<file path="src/shared/cbl_regs.vh">
// Constants for the cassette backup loader: register map, fields, codes.
// Assumes a 32-bit APB slave with word-aligned registers.
`ifndef CBL_REGS_VH
`define CBL_REGS_VH
// Register byte offsets.
`define CBL_OFF_CTRL 8'h00
`define CBL_OFF_BLK 8'h04
`define CBL_OFF_STAT 8'h08
`define CBL_OFF_IRQS 8'h0C
`define CBL_OFF_IRQM 8'h10
`define CBL_OFF_DATE 8'h14
`define CBL_OFF_TIME 8'h18
// Control register fields.
`define CBL_CTRL_START 0
`define CBL_CTRL_DIR 1
`define CBL_CTRL_OPT_LO 2
`define CBL_CTRL_OPT_HI 4
// Block range fields.
`define CBL_BLK_START_HI 4
`define CBL_BLK_CNT_LO 8
`define CBL_BLK_CNT_HI 13
// Interrupt bits.
`define CBL_IRQ_DONE 0
`define CBL_IRQ_ERR 1
`define CBL_IRQ_IOCHK 2
// Error codes.
`define CBL_ERR_NONE 8'h00
`define CBL_ERR_PROC 8'h2A
`define CBL_ERR_MODE 8'h3F
`define CBL_ERR_PROT 8'h41
`define CBL_ERR_NOSTORE 8'hF0
`define CBL_ERR_IOCHK 8'hF1
`define CBL_ERR_BUSY 8'hF2
// Item identifiers in copy order.
`define CBL_ITEM_EDIT_MODE 3'h0
`define CBL_ITEM_UPL 3'h4
`define CBL_ITEM_FLASH 3'h6
// Words per flash block, as a shift: 2K words.
`define CBL_BLK_SHIFT 11
// Clock rate and one second.
`define CBL_CLK_HZ 40000000
`define CBL_TICK_S 1
// Reset values of the clock fields.
`define CBL_RST_MONTH 4'h1
`define CBL_RST_DAY 5'h01
`endif

</file>
<file path="src/rtl/cbl_top.v">
// Cassette backup loader: copy sequencer, clock/calendar and APB registers.
// Assumes synchronous inputs on clock_in and a host datapath that moves items.
//
// Design decisions made here: the APB register port and the placing of the registers.
`timescale 1ns/1ps
`default_nettype none
`include "cbl_regs.vh"
module cbl_top #(
   parameter TICK_CYCLES = `CBL_CLK_HZ * `CBL_TICK_S
) (
   // Clock and reset.
   input wire clock_in,
   input wire reset_n_in,
   // APB slave.
   input wire psel_in,
   input wire penable_in,
   input wire pwrite_in,
   input wire [7:0] paddr_in,
   input wire [31:0] pwdata_in,
   output wire pready_out,
   output reg [31:0] prdata_out,
   output reg pslverr_out,
   // Cassette and controller state.
   input wire func_switch_in,
   input wire cassette_present_in,
   input wire cassette_comment_in,
   input wire cassette_flash_in,
   input wire run_mode_in,
   input wire unconverted_in,
   input wire edit_request_in,
   // Item copy handshake to the host datapath.
   output reg item_req_out,
   output reg [2:0] item_id_out,
   output reg item_restore_out,
   output reg item_erase_out,
   output reg [15:0] item_addr_out,
   input wire item_done_in,
   input wire item_match_in,
   // Status.
   output wire backup_enable_out,
   output wire edit_allow_out,
   output reg edit_refused_out,
   output wire irq_out
);

   localparam ST_IDLE = 2'd0;
   localparam ST_ISSUE = 2'd1;
   localparam ST_WAIT = 2'd2;

   // Days in a month; February gains a day in years divisible by four.
   function [4:0] cbl_days;
      input [3:0] month;
      input [6:0] year;
      begin
         case (month)
            4'd2: cbl_days = (year[1:0] == 2'b00) ? 5'd29 : 5'd28;
            4'd4, 4'd6, 4'd9, 4'd11: cbl_days = 5'd30;
            default: cbl_days = 5'd31;
         endcase
      end
   endfunction

   reg rst_meta_reg;
   reg rst_sync_reg;
   wire rst_n = rst_sync_reg;

   // Reset release through two flip-flops.
   always @(posedge clock_in or negedge reset_n_in) begin
      if (!reset_n_in) begin
         rst_meta_reg <= 1'b0;
         rst_sync_reg <= 1'b0;
      end else begin
         rst_meta_reg <= 1'b1;
         rst_sync_reg <= rst_meta_reg;
      end
   end

   reg [4:0] ctrl_reg;
   reg [13:0] blk_reg;
   reg [2:0] irqs_reg;
   reg [2:0] irqm_reg;
   reg [7:0] err_reg;
   reg [1:0] state_reg;
   reg [2:0] item_reg;
   reg auto_reg;
   reg [2:0] opt_reg;
   reg [4:0] blkno_reg;
   reg [5:0] left_reg;
   reg restored_reg;
   reg pwrup_reg;
   reg run_prev_reg;
   reg pres_prev_reg;
   reg [4:0] sv_start_reg;
   reg [5:0] sv_cnt_reg;
   reg [25:0] tick_reg;
   reg [6:0] year_reg;
   reg [3:0] month_reg;
   reg [4:0] day_reg;
   reg [2:0] wday_reg;
   reg [4:0] hour_reg;
   reg [5:0] min_reg;
   reg [5:0] sec_reg;

   wire wr_en = psel_in & penable_in & pwrite_in;
   wire rd_setup = psel_in & ~penable_in & ~pwrite_in;
   wire store_ok = func_switch_in & cassette_present_in;
   wire busy = (state_reg != ST_IDLE);
   wire tool_req = wr_en & (paddr_in == `CBL_OFF_CTRL) & pwdata_in[`CBL_CTRL_START];
   wire req_restore = pwdata_in[`CBL_CTRL_DIR];
   wire pres_change = ~pwrup_reg & (cassette_present_in != pres_prev_reg);
   wire auto_trig = store_ok & run_mode_in & (pwrup_reg | ~run_prev_reg);
   wire tick = (tick_reg == TICK_CYCLES - 1);

   assign pready_out = 1'b1;
   assign backup_enable_out = store_ok;
   assign edit_allow_out = ~cassette_present_in;
   assign irq_out = |(irqs_reg & irqm_reg);

   // Read data and error answer are latched in the setup cycle.
   always @(posedge clock_in or negedge rst_n) begin
      if (!rst_n) begin
         prdata_out <= 32'h0000_0000;
         pslverr_out <= 1'b0;
      end else if (psel_in & ~penable_in) begin
         pslverr_out <= (paddr_in[1:0] != 2'b00) | (paddr_in > `CBL_OFF_TIME);
         prdata_out <= 32'h0000_0000;
         if (rd_setup) begin
            case (paddr_in)
               `CBL_OFF_CTRL: prdata_out <= {27'h0, ctrl_reg[4:1], 1'b0};
               `CBL_OFF_BLK: prdata_out <= {18'h0, blk_reg};
               `CBL_OFF_STAT: prdata_out <= {16'h0, err_reg, cassette_flash_in,
                  cassette_comment_in, restored_reg, run_mode_in, cassette_present_in,
                  func_switch_in, store_ok, busy};
               `CBL_OFF_IRQS: prdata_out <= {29'h0, irqs_reg};
               `CBL_OFF_IRQM: prdata_out <= {29'h0, irqm_reg};
               `CBL_OFF_DATE: prdata_out <= {1'b0, year_reg, 4'h0, month_reg, 3'h0,
                  day_reg, 5'h0, wday_reg};
               `CBL_OFF_TIME: prdata_out <= {11'h0, hour_reg, 2'h0, min_reg, 2'h0, sec_reg};
               default: prdata_out <= 32'h0000_0000;
            endcase
         end
      end
   end

   // Software-written control, block range and mask.
   always @(posedge clock_in or negedge rst_n) begin
      if (!rst_n) begin
         ctrl_reg <= 5'h00;
         blk_reg <= 14'h0000;
         irqm_reg <= 3'h0;
      end else if (wr_en) begin
         case (paddr_in)
            `CBL_OFF_CTRL: ctrl_reg <= {pwdata_in[`CBL_CTRL_OPT_HI:`CBL_CTRL_DIR], 1'b0};
            `CBL_OFF_BLK: blk_reg <= {pwdata_in[`CBL_BLK_CNT_HI:`CBL_BLK_CNT_LO], 3'h0,
               pwdata_in[`CBL_BLK_START_HI:0]};
            `CBL_OFF_IRQM: irqm_reg <= pwdata_in[2:0];
            default: ctrl_reg <= ctrl_reg;
         endcase
      end
   end

   // Clock/calendar; it keeps time whatever the function switch says.
   always @(posedge clock_in or negedge rst_n) begin
      if (!rst_n) begin
         tick_reg <= 26'h000_0000;
         year_reg <= 7'h00;
         month_reg <= `CBL_RST_MONTH;
         day_reg <= `CBL_RST_DAY;
         wday_reg <= 3'h0;
         hour_reg <= 5'h00;
         min_reg <= 6'h00;
         sec_reg <= 6'h00;
      end else if (wr_en & (paddr_in == `CBL_OFF_DATE)) begin
         year_reg <= pwdata_in[30:24];
         month_reg <= pwdata_in[19:16];
         day_reg <= pwdata_in[12:8];
         wday_reg <= pwdata_in[2:0];
      end else if (wr_en & (paddr_in == `CBL_OFF_TIME)) begin
         hour_reg <= pwdata_in[20:16];
         min_reg <= pwdata_in[13:8];
         sec_reg <= pwdata_in[5:0];
         tick_reg <= 26'h000_0000;
      end else if (!tick) begin
         tick_reg <= tick_reg + 26'h000_0001;
      end else begin
         tick_reg <= 26'h000_0000;
         sec_reg <= (sec_reg == 6'd59) ? 6'd0 : sec_reg + 6'd1;
         if (sec_reg == 6'd59) begin
            min_reg <= (min_reg == 6'd59) ? 6'd0 : min_reg + 6'd1;
            if (min_reg == 6'd59) begin
               hour_reg <= (hour_reg == 5'd23) ? 5'd0 : hour_reg + 5'd1;
               if (hour_reg == 5'd23) begin
                  wday_reg <= (wday_reg == 3'd6) ? 3'd0 : wday_reg + 3'd1;
                  if (day_reg >= cbl_days(month_reg, year_reg)) begin
                     day_reg <= 5'd1;
                     month_reg <= (month_reg == 4'd12) ? 4'd1 : month_reg + 4'd1;
                     if (month_reg == 4'd12) begin
                        year_reg <= (year_reg == 7'd99) ? 7'd0 : year_reg + 7'd1;
                     end
                  end else begin
                     day_reg <= day_reg + 5'd1;
                  end
               end
            end
         end
      end
   end

   // Request screening: which request starts and which error it earns.
   reg ev_done;
   reg ev_err;
   reg [7:0] err_next;
   reg start_tool;
   always @* begin
      ev_err = 1'b0;
      err_next = err_reg;
      start_tool = 1'b0;
      if (pres_change) begin
         ev_err = 1'b1;
         err_next = `CBL_ERR_IOCHK;
      end else if (edit_request_in & cassette_present_in) begin
         ev_err = 1'b1;
         err_next = `CBL_ERR_PROT;
      end else if (tool_req) begin
         ev_err = 1'b1;
         if (!store_ok) begin
            err_next = `CBL_ERR_NOSTORE;
         end else if (busy) begin
            err_next = `CBL_ERR_BUSY;
         end else if (unconverted_in) begin
            err_next = `CBL_ERR_PROC;
         end else if (req_restore & run_mode_in) begin
            err_next = `CBL_ERR_MODE;
         end else begin
            ev_err = 1'b0;
            err_next = `CBL_ERR_NONE;
            start_tool = 1'b1;
         end
      end
   end

   // Current item: selected, and for restore whether it may be skipped.
   wire opt_item = (item_reg >= `CBL_ITEM_UPL);
   wire [1:0] opt_idx = item_reg[1:0];
   wire item_sel = ~opt_item | opt_reg[opt_idx];
   wire no_blocks = (item_reg == `CBL_ITEM_FLASH) & (left_reg == 6'd0);
   wire skip_match = auto_reg & restored_reg & item_match_in;
   wire do_copy = item_restore_out ? (item_sel & ~no_blocks & ~skip_match)
                                   : ~(item_sel & no_blocks);

   // Copy sequencer walking the item list.
   always @(posedge clock_in or negedge rst_n) begin
      if (!rst_n) begin
         state_reg <= ST_IDLE;
         item_reg <= `CBL_ITEM_EDIT_MODE;
         auto_reg <= 1'b0;
         opt_reg <= 3'h0;
         blkno_reg <= 5'h00;
         left_reg <= 6'h00;
         restored_reg <= 1'b0;
         sv_start_reg <= 5'h00;
         sv_cnt_reg <= 6'h00;
         item_req_out <= 1'b0;
         item_id_out <= 3'h0;
         item_restore_out <= 1'b0;
         item_erase_out <= 1'b0;
         item_addr_out <= 16'h0000;
         ev_done <= 1'b0;
      end else begin
         ev_done <= 1'b0;
         if (pres_change | ~store_ok) begin
            // A changed cassette or a store switched off aborts any copy.
            // Only a changed cassette forgets the last restore.
            state_reg <= ST_IDLE;
            item_req_out <= 1'b0;
            restored_reg <= restored_reg & ~pres_change;
         end else begin
            case (state_reg)
               ST_IDLE: begin
                  item_reg <= `CBL_ITEM_EDIT_MODE;
                  if (auto_trig) begin
                     // Whole cassette content, overwriting the controller.
                     state_reg <= ST_ISSUE;
                     auto_reg <= 1'b1;
                     item_restore_out <= 1'b1;
                     opt_reg <= {cassette_flash_in, cassette_comment_in, 1'b1};
                     blkno_reg <= sv_start_reg;
                     left_reg <= sv_cnt_reg;
                  end else if (start_tool) begin
                     state_reg <= ST_ISSUE;
                     auto_reg <= 1'b0;
                     item_restore_out <= req_restore;
                     blkno_reg <= blk_reg[4:0];
                     left_reg <= blk_reg[13:8];
                     if (req_restore) begin
                        // Absent regions cannot be chosen.
                        opt_reg <= pwdata_in[`CBL_CTRL_OPT_HI:`CBL_CTRL_OPT_LO] &
                           {cassette_flash_in, cassette_comment_in, 1'b1};
                     end else begin
                        opt_reg <= pwdata_in[`CBL_CTRL_OPT_HI:`CBL_CTRL_OPT_LO];
                        sv_start_reg <= blk_reg[4:0];
                        sv_cnt_reg <= pwdata_in[`CBL_CTRL_OPT_HI] ? blk_reg[13:8] : 6'h00;
                     end
                  end
               end
               ST_ISSUE: begin
                  if (do_copy) begin
                     item_req_out <= 1'b1;
                     item_id_out <= item_reg;
                     item_erase_out <= ~item_restore_out & ~item_sel;
                     item_addr_out <= {blkno_reg, 11'h000} & {16{item_reg ==
                        `CBL_ITEM_FLASH}};
                     state_reg <= ST_WAIT;
                  end else if (item_reg == `CBL_ITEM_FLASH) begin
                     state_reg <= ST_IDLE;
                     ev_done <= 1'b1;
                     restored_reg <= restored_reg | item_restore_out;
                  end else begin
                     item_reg <= item_reg + 3'd1;
                  end
               end
               ST_WAIT: begin
                  if (item_done_in) begin
                     item_req_out <= 1'b0;
                     if ((item_reg == `CBL_ITEM_FLASH) & ~item_erase_out & (left_reg > 6'd1)) begin
                        blkno_reg <= blkno_reg + 5'd1;
                        left_reg <= left_reg - 6'd1;
                        state_reg <= ST_ISSUE;
                     end else if (item_reg == `CBL_ITEM_FLASH) begin
                        state_reg <= ST_IDLE;
                        ev_done <= 1'b1;
                        restored_reg <= restored_reg | item_restore_out;
                     end else begin
                        item_reg <= item_reg + 3'd1;
                        state_reg <= ST_ISSUE;
                     end
                  end
               end
               default: state_reg <= ST_IDLE;
            endcase
         end
      end
   end

   // Mode tracking, error code, edit refusal and sticky interrupt status.
   always @(posedge clock_in or negedge rst_n) begin
      if (!rst_n) begin
         pwrup_reg <= 1'b1;
         run_prev_reg <= 1'b0;
         pres_prev_reg <= 1'b0;
         err_reg <= `CBL_ERR_NONE;
         edit_refused_out <= 1'b0;
         irqs_reg <= 3'h0;
      end else begin
         pwrup_reg <= 1'b0;
         run_prev_reg <= run_mode_in;
         pres_prev_reg <= cassette_present_in;
         err_reg <= err_next;
         edit_refused_out <= edit_request_in & cassette_present_in;
         // A new event wins over a write-one clear in the same cycle.
         irqs_reg <= (irqs_reg & ~({3{wr_en & (paddr_in == `CBL_OFF_IRQS)}} & pwdata_in[2:0]))
            | {pres_change, ev_err, ev_done};
      end
   end

endmodule
`default_nettype wire

</file>
<file path="config.mk">
export PLATFORM = sky130hd
export DESIGN_NAME = cbl_top
export DESIGN_NICKNAME = d
export VERILOG_FILES = /design/src/rtl/cbl_top.v
export VERILOG_INCLUDE_DIRS = /design/src /design/src/shared
export SDC_FILE = /design/constraint.sdc
export NUM_CORES = 1
export LEC_CHECK = 0
export ABC_AREA = 1
export BUFFER_PORTS_ARGS = -buffer_cell sky130_fd_sc_hd__buf_2
export CAP_MARGIN = 20
export CELL_PAD_IN_SITES_DETAIL_PLACEMENT = 1
export CELL_PAD_IN_SITES_GLOBAL_PLACEMENT = 1
export CORE_ASPECT_RATIO = 0.75
export CORE_MARGIN = 2
export CORE_UTILIZATION = 30
export DETAILED_ROUTE_END_ITERATION = 10
export GPL_TIMING_DRIVEN = 0
export PLACE_DENSITY = 0.56
export SLEW_MARGIN = 25
export SYNTH_ARGS = -nofsm -noshare
export SYNTH_HDL_FRONTEND = slang
export SYNTH_SLANG_ARGS = --single-unit
</file>
<file path="constraint.sdc">
create_clock -name clock_in -period 6.4 [get_ports clock_in]
set_input_delay 1.6 -clock clock_in [delete_from_list [all_inputs] [get_ports clock_in]]
set_output_delay 1.6 -clock clock_in [all_outputs]
set_load 0.01 [all_outputs]
</file>
==> impl_metrics.json, run 1 <==
{
  "powerDensity_nw_per_um2": 219.5,
  "antenna_left": 0,
  "r2r-end": "year_reg[0]",
  "synthDistinctLibCells": 50,
  "final_common_cell": "nand2_1",
  "fp.dieW_um": 212.8,
  "async_flop_share_pct": 100.0,
  "cts-buffers-inserted": 17,
  "pin_count": 114,
  "port-buffer-count": 89,
  "firstDrtPassIters": 4,
  "fin_crit_ps": 3715,
  "drive_gt1_share_pct": 16.29,
  "clockBufferDepth": 2,
  "hold_path_class": "reg2async",
  "synth_top_family_by_area": "simple AND/OR/NAND/NOR gates",
  "yosysWarnings": 0,
  "tightest_slew_ps": 823.3,
  "routedWlPerCell_um": 17.84,
  "synth-compound-area-share_pct": 13.46,
  "gp_congestion": 0.8183,
  "synthMuxAreaShare_pct": 0.1020,
  "synthCells": 1271,
  "setup_viol": 0,
  "relSlewSlack_pct": 44.61,
  "final_cell_mix": "374 x nand2_1, 166 x dfrtp_1, 124 x inv_1",
  "nNetsFinal": 1476,
  "fp.dieH_um": 160.6,
  "clk_pin_slew_ps": 70,
  "coreArea_sq_um": 32310,
  "ys_ff_latch": 170,
  "synthAdderAreaFrac_pct": 2.934,
  "critPathRequiredTime_ps": 4800,
  "cp_max_fo": 6,
  "start_util_pct": 30.36,
  "yosysSeqAreaShare_pct": 43.41,
  "power.leakage_nw": 5.661,
  "arrival_ps": 2110,
  "crit_path_start_kind": "input port",
  "antenna_found_initial": 0,
  "area_growth_pct": 17.73,
  "maxCapViolCount": 0,
  "setup.worst_path.class": "in2out",
  "synth.cell_area_sq_um": 9809,
  "fp-row-count": 57,
  "die-area_sq_um": 34180,
  "reg2reg_setup_slack_ps": 3770,
  "drc": 0,
  "drt_iter0_drc": 411,
  "tritoncts": "yes",
  "yosys.area_share.simple_pct": 28.67,
  "gr-usage-all-layers_pct": 20.14,
  "synth-main-ff-cell": "dfrtp_1",
  "n_antenna_cell": 0,
  "r2r_start": "month_reg[0]",
  "skew_ps": 11.37,
  "reg2reg_depth": 15,
  "avgSynthCellArea_sq_um": 7.718,
  "slew_violations": 0,
  "p_total_mw": 2.534,
  "via_per_inst": 4.835,
  "postCtsSetupBuffers": 0,
  "synth_edf_count": 0,
  "clk_latency_ps": 450,
  "cts_sinks": 170,
  "grt_pass1_vias": 9278,
  "routed_wl_um": 33080,
  "hold-worst-slack_ps": 258.7,
  "yosys.area_share.xor_xnor_pct": 2.946,
  "cts_hold_buf": 0,
  "grt_pass1_wl_um": 52740,
  "htree_levels": 4,
  "grt_max_degree": 46,
  "peakVddDrop_uv": 135.8,
  "status": "complete, no violations",
  "vias": 8964,
  "report.final.hold_viol_count": 0,
  "rsz0062_at_grt": "false",
  "finalCritPeriodShare_pct": 58.04,
  "worstSetupEndpointType": "output port",
  "fmax_mhz": 269.2,
  "grt_overflow_total": 0,
  "largest_reg_flops": 28,
  "hpwl_um": 25480,
  "cts_resized": 0,
  "tns_ps": 0,
  "clockRootBuffer": "clkbuf_16"
}
[metrics by stage]
stage	cell area (sq um)	worst slack [ps]	std cells	util [%]
3_5_place_dp	10970	2679	1822	33.95
3_3_place_gp	10870	-1435	1818	33.64
5_1_grt	11550	2649	1854	35.75
6_report	11550	2685	1854	35.75
4_1_cts	11550	2678	1854	35.75
2_1_floorplan	9869	1318	1287	-
[cell usage after synthesis, types with 2 or more instances]
master	count	area, sq um
nand4_1	22	137.6
nor2_2	6	37.54
xor2_1	25	219.0
o21ai_1	21	105.1
or2_2	3	18.77
a22o_1	5	43.79
o2111ai_1	4	35.03
conb_1	2	7.510
a31oi_1	6	37.54
inv_1	124	465.5
nand3_1	77	385.4
o22ai_1	18	112.6
inv_2	12	45.04
a32o_1	12	120.1
nor4_1	3	18.77
o21ai_2	3	26.28
dfrtp_1	167	4179
nand3_2	6	60.06
o211ai_1	5	37.54
nor2_1	84	315.3
nand2_1	374	1404
nor3_1	15	75.07
nor3b_1	2	15.01
o31ai_1	7	52.55
buf_4	19	142.6
xnor2_1	8	70.07
ha_1	23	287.8
nand2_2	15	93.84
nor2_4	10	112.6
clkbuf_1	15	56.30
buf_2	10	50.05
nand2_4	6	67.56
dfstp_2	3	78.83
buf_6	5	56.30
a21oi_1	26	130.1
nor3_2	2	20.02
o21ai_0	113	565.5
[final cells by class]
type                            instances  area, sq um
Clock buffer                           20        466.7
Buffer                                 50        309.0
Clock inverter                         12        115.1
Timing Repair Buffer                   93        540.5
Fill cell                            3950        20760
Sequential cell                       170         4262
Tap cell                              442        553.0
Multi-Input combinational cell        930         4787
Inverter                              137        515.5
[cell families (layout without fill, tap and decap cells)]
kind of cell    Yosys count  count (layout)
flops                   170             170
buf+inv                 187             312
simple gates            629             629
fa+ha+maj                23              23
xor+xnor                 33              33
mux                       1               1
other cells               2              18
compound gates          226             226
[layer usage]
metal | part of all wire, % | wire (um) | GRT usage [%] | vias to the layer above
met5 | 0 | 0 | 0 | -
met3 | 2.7 | 899 | 2.894 | 25
li1 | - | - | - | 4405
met2 | 43 | 14150 | 29.93 | 111
met1 | 53 | 17670 | 30.63 | 4423
met4 | 1.1 | 357 | 4.673 | 0
[report_power, final]
group	internal, mW	switching, mW
registers	1.13	0.0563
clock network	0.569	0.485
logic	0.104	0.192
[critical path: stages]
cell and delay, ps:
buf_2 160, nand2_2 80, inv_2 120, buf_2 150
[worst max-delay path by stage]
stage | slack, ps | endpoint | cells past startpoint | startpoint
finish | 2690 | backup_enable_out | 4 | cassette_present_in
global route | 2650 | backup_enable_out | 4 | cassette_present_in
CTS | 2680 | backup_enable_out | 4 | cassette_present_in
detailed placement | 2680 | backup_enable_out | 4 | cassette_present_in
global placement | -1430 | irqm_reg[2] | 0 | rst_n
floorplan | 1320 | auto_reg | 0 | rst_n
No activity file was read; power rests on OpenSTA's default activity.
==> run 2, diff against run 1 <==
==> constraint.sdc (replaced) <==
create_clock -name clock_in -period 3.5 [get_ports clock_in]
set_input_delay 0.875 -clock clock_in [delete_from_list [all_inputs] [get_ports clock_in]]
set_output_delay 0.875 -clock clock_in [all_outputs]
set_load 0.01 [all_outputs]
==> impl_metrics.json, run 2 (same netlist as run 1, synthesis figures left out) <==
{
  "tritoncts": "yes",
  "cp_top_family": "simple AND/OR/NAND/NOR gates",
  "cpMostUsedCell": "nand2_1",
  "routedWlPerCell_um": 17.68,
  "fin_ws_ps": 920.9,
  "worstSetupEndpointType": "flop",
  "drc": 0,
  "arrival_ps": 2970,
  "rsz0062_at_grt": "false",
  "clockRootBuffer": "clkbuf_16",
  "gr-usage-all-layers_pct": 20.14,
  "grt_pass1_vias": 9008,
  "fmax_mhz": 387.7,
  "cp_max_fo": 7,
  "area_growth_pct": 18.28,
  "fin_cells": 1854,
  "setup_viol": 0,
  "htree_levels": 4,
  "peakVddDrop_uv": 346.8,
  "relSlewSlack_pct": 41.55,
  "critPathRequiredTime_ps": 3890,
  "antenna_left": 0,
  "power.leakage_nw": 5.686,
  "skew_ps": 10.99,
  "start_util_pct": 30.36,
  "hpwl_um": 25190,
  "fp.dieH_um": 160.6,
  "antenna_found_initial": 1,
  "crit_path_start_kind": "flop",
  "cts_hold_buf": 0,
  "firstDrtPassIters": 4,
  "drive_gt1_share_pct": 16.22,
  "grt_pass1_wl_um": 52670,
  "grt_max_degree": 49,
  "intPower_mw": 3.472,
  "tns_ps": 0,
  "final_cell_mix": "374 x nand2_1, 166 x dfrtp_1, 124 x inv_1",
  "status": "complete, no violations",
  "reg2reg_depth": 15,
  "slowest_delay_ps": 580,
  "r2r_start": "month_reg[0]",
  "finalCritPeriodShare_pct": 73.69,
  "slew_violations": 0,
  "cts_sinks": 170,
  "dp_slack_ps": 756.3,
  "r2r-end": "year_reg[3]",
  "power_frac_comb_pct": 11.2,
  "nNetsFinal": 1476,
  "timing.critical_path.buf_inv": 2,
  "swShare_pct": 27.84,
  "cp_slowest_cell": "dfstp_2",
  "routed_wl_um": 32770,
  "cts_resized": 0,
  "pin_count": 114,
  "fp-row-count": 57,
  "largest_reg_flops": 28,
  "path_cells": "inv_1, ha_1, o21ai_0, a22oi_1, a21oi_1, ha_1, o21ai_0, nand2_1, nand4_1, nand2_2, nand3_1, inv_1, nand2_2, nand2_1, nand2_1",
  "p_clk_share_pct": 43.8,
  "fillers": 3960,
  "cp.depth": 15,
  "die-area_sq_um": 34180,
  "setup.worst_path.class": "reg2reg",
  "gp_congestion": 0.8312,
  "coreArea_sq_um": 32310,
  "maxCapViolCount": 0,
  "clk_latency_ps": 450,
  "port-buffer-count": 89,
  "dp.cells": 1822,
  "report.final.hold_viol_count": 0,
  "switchingPower_mw": 1.340,
  "postCtsSetupBuffers": 0,
  "fin_crit_ps": 2579,
  "pwr-share-seq_pct": 45.0,
  "clockBufferDepth": 2,
  "n_antenna_cell": 0,
  "via_per_inst": 4.819,
  "hold_path_class": "in2async",
  "powerDensity_nw_per_um2": 414.7,
  "drt_iter0_drc": 447,
  "multi_input_area_sq_um": 4787,
  "tightest_slew_ps": 868.7,
  "grt_overflow_total": 0,
  "reg2reg_setup_slack_ps": 920,
  "clk_pin_slew_ps": 70,
  "fp.dieW_um": 212.8,
  "seqCellArea_sq_um": 4262,
  "final_common_cell": "nand2_1",
  "vias": 8934,
  "cts-buffers-inserted": 17
}
## run 2: cell count changes in the layout (fill, tap and decap cells not counted)
cell,previous run,this run
bufinv_16,1,4
clkinvlp_4,6,5
clkbuf_8,3,1
inv_6,2,1
clkbuf_1,15,16
clkinv_4,2,3
clkinv_2,2,1
## run 2: power by group through the flow
stage	sequential, mW	clock, mW	combinational, mW
6_report	2.17	2.11	0.537
5_1_grt	2.18	2.24	0.620
4_1_cts	2.17	2.17	0.548
3_5_place_dp	2.20	0	0.546
3_3_place_gp	2.24	0	0.485
2_1_floorplan	2.20	0	0.338
## run 2: worst max-delay path by stage
stage | start | to | slack (ps)
2_1_floorplan | rst_n | auto_reg | 690
3_3_place_gp | rst_n | prdata_out[24] | -820
3_5_place_dp | paddr_in[1] | tick_reg[0] | 760
4_1_cts | month_reg[0] | year_reg[5] | 890
5_1_grt | month_reg[0] | year_reg[3] | 620
6_report | month_reg[0] | year_reg[3] | 920
## run 2: routing by layer
layer  global-route usage (%)  part of all wire, %
met5                        0                0.040
met4                    4.132                 0.88
met3                    3.559                  3.0
met2                    29.81                   43
met1                    30.50                   53
## run 2: layout make-up
| cell class | count | area share [%] |
|---|---|---|
| inverter | 137 | 4.443 |
| clock inverter | 13 | 1.661 |
| tap | 442 | 4.767 |
| buffer | 50 | 2.664 |
| clock buffer | 19 | 3.818 |
| multi-input combinational | 930 | 41.26 |
| sequential | 170 | 36.73 |
| timing repair buffer | 93 | 4.659 |
## run 2: metrics by stage
stage | hold WS (ps) | util [%] | area [sq um] | total power [mW]
2_1_floorplan | 331.1 | - | 9871 | 2.537
3_3_place_gp | 333.5 | 33.64 | 10870 | 2.725
3_5_place_dp | 266.2 | 33.95 | 10970 | 2.750
4_1_cts | 175.9 | 35.91 | 11600 | 4.887
5_1_grt | 181.9 | 35.91 | 11600 | 5.041
6_report | 198.0 | 35.91 | 11600 | 4.812
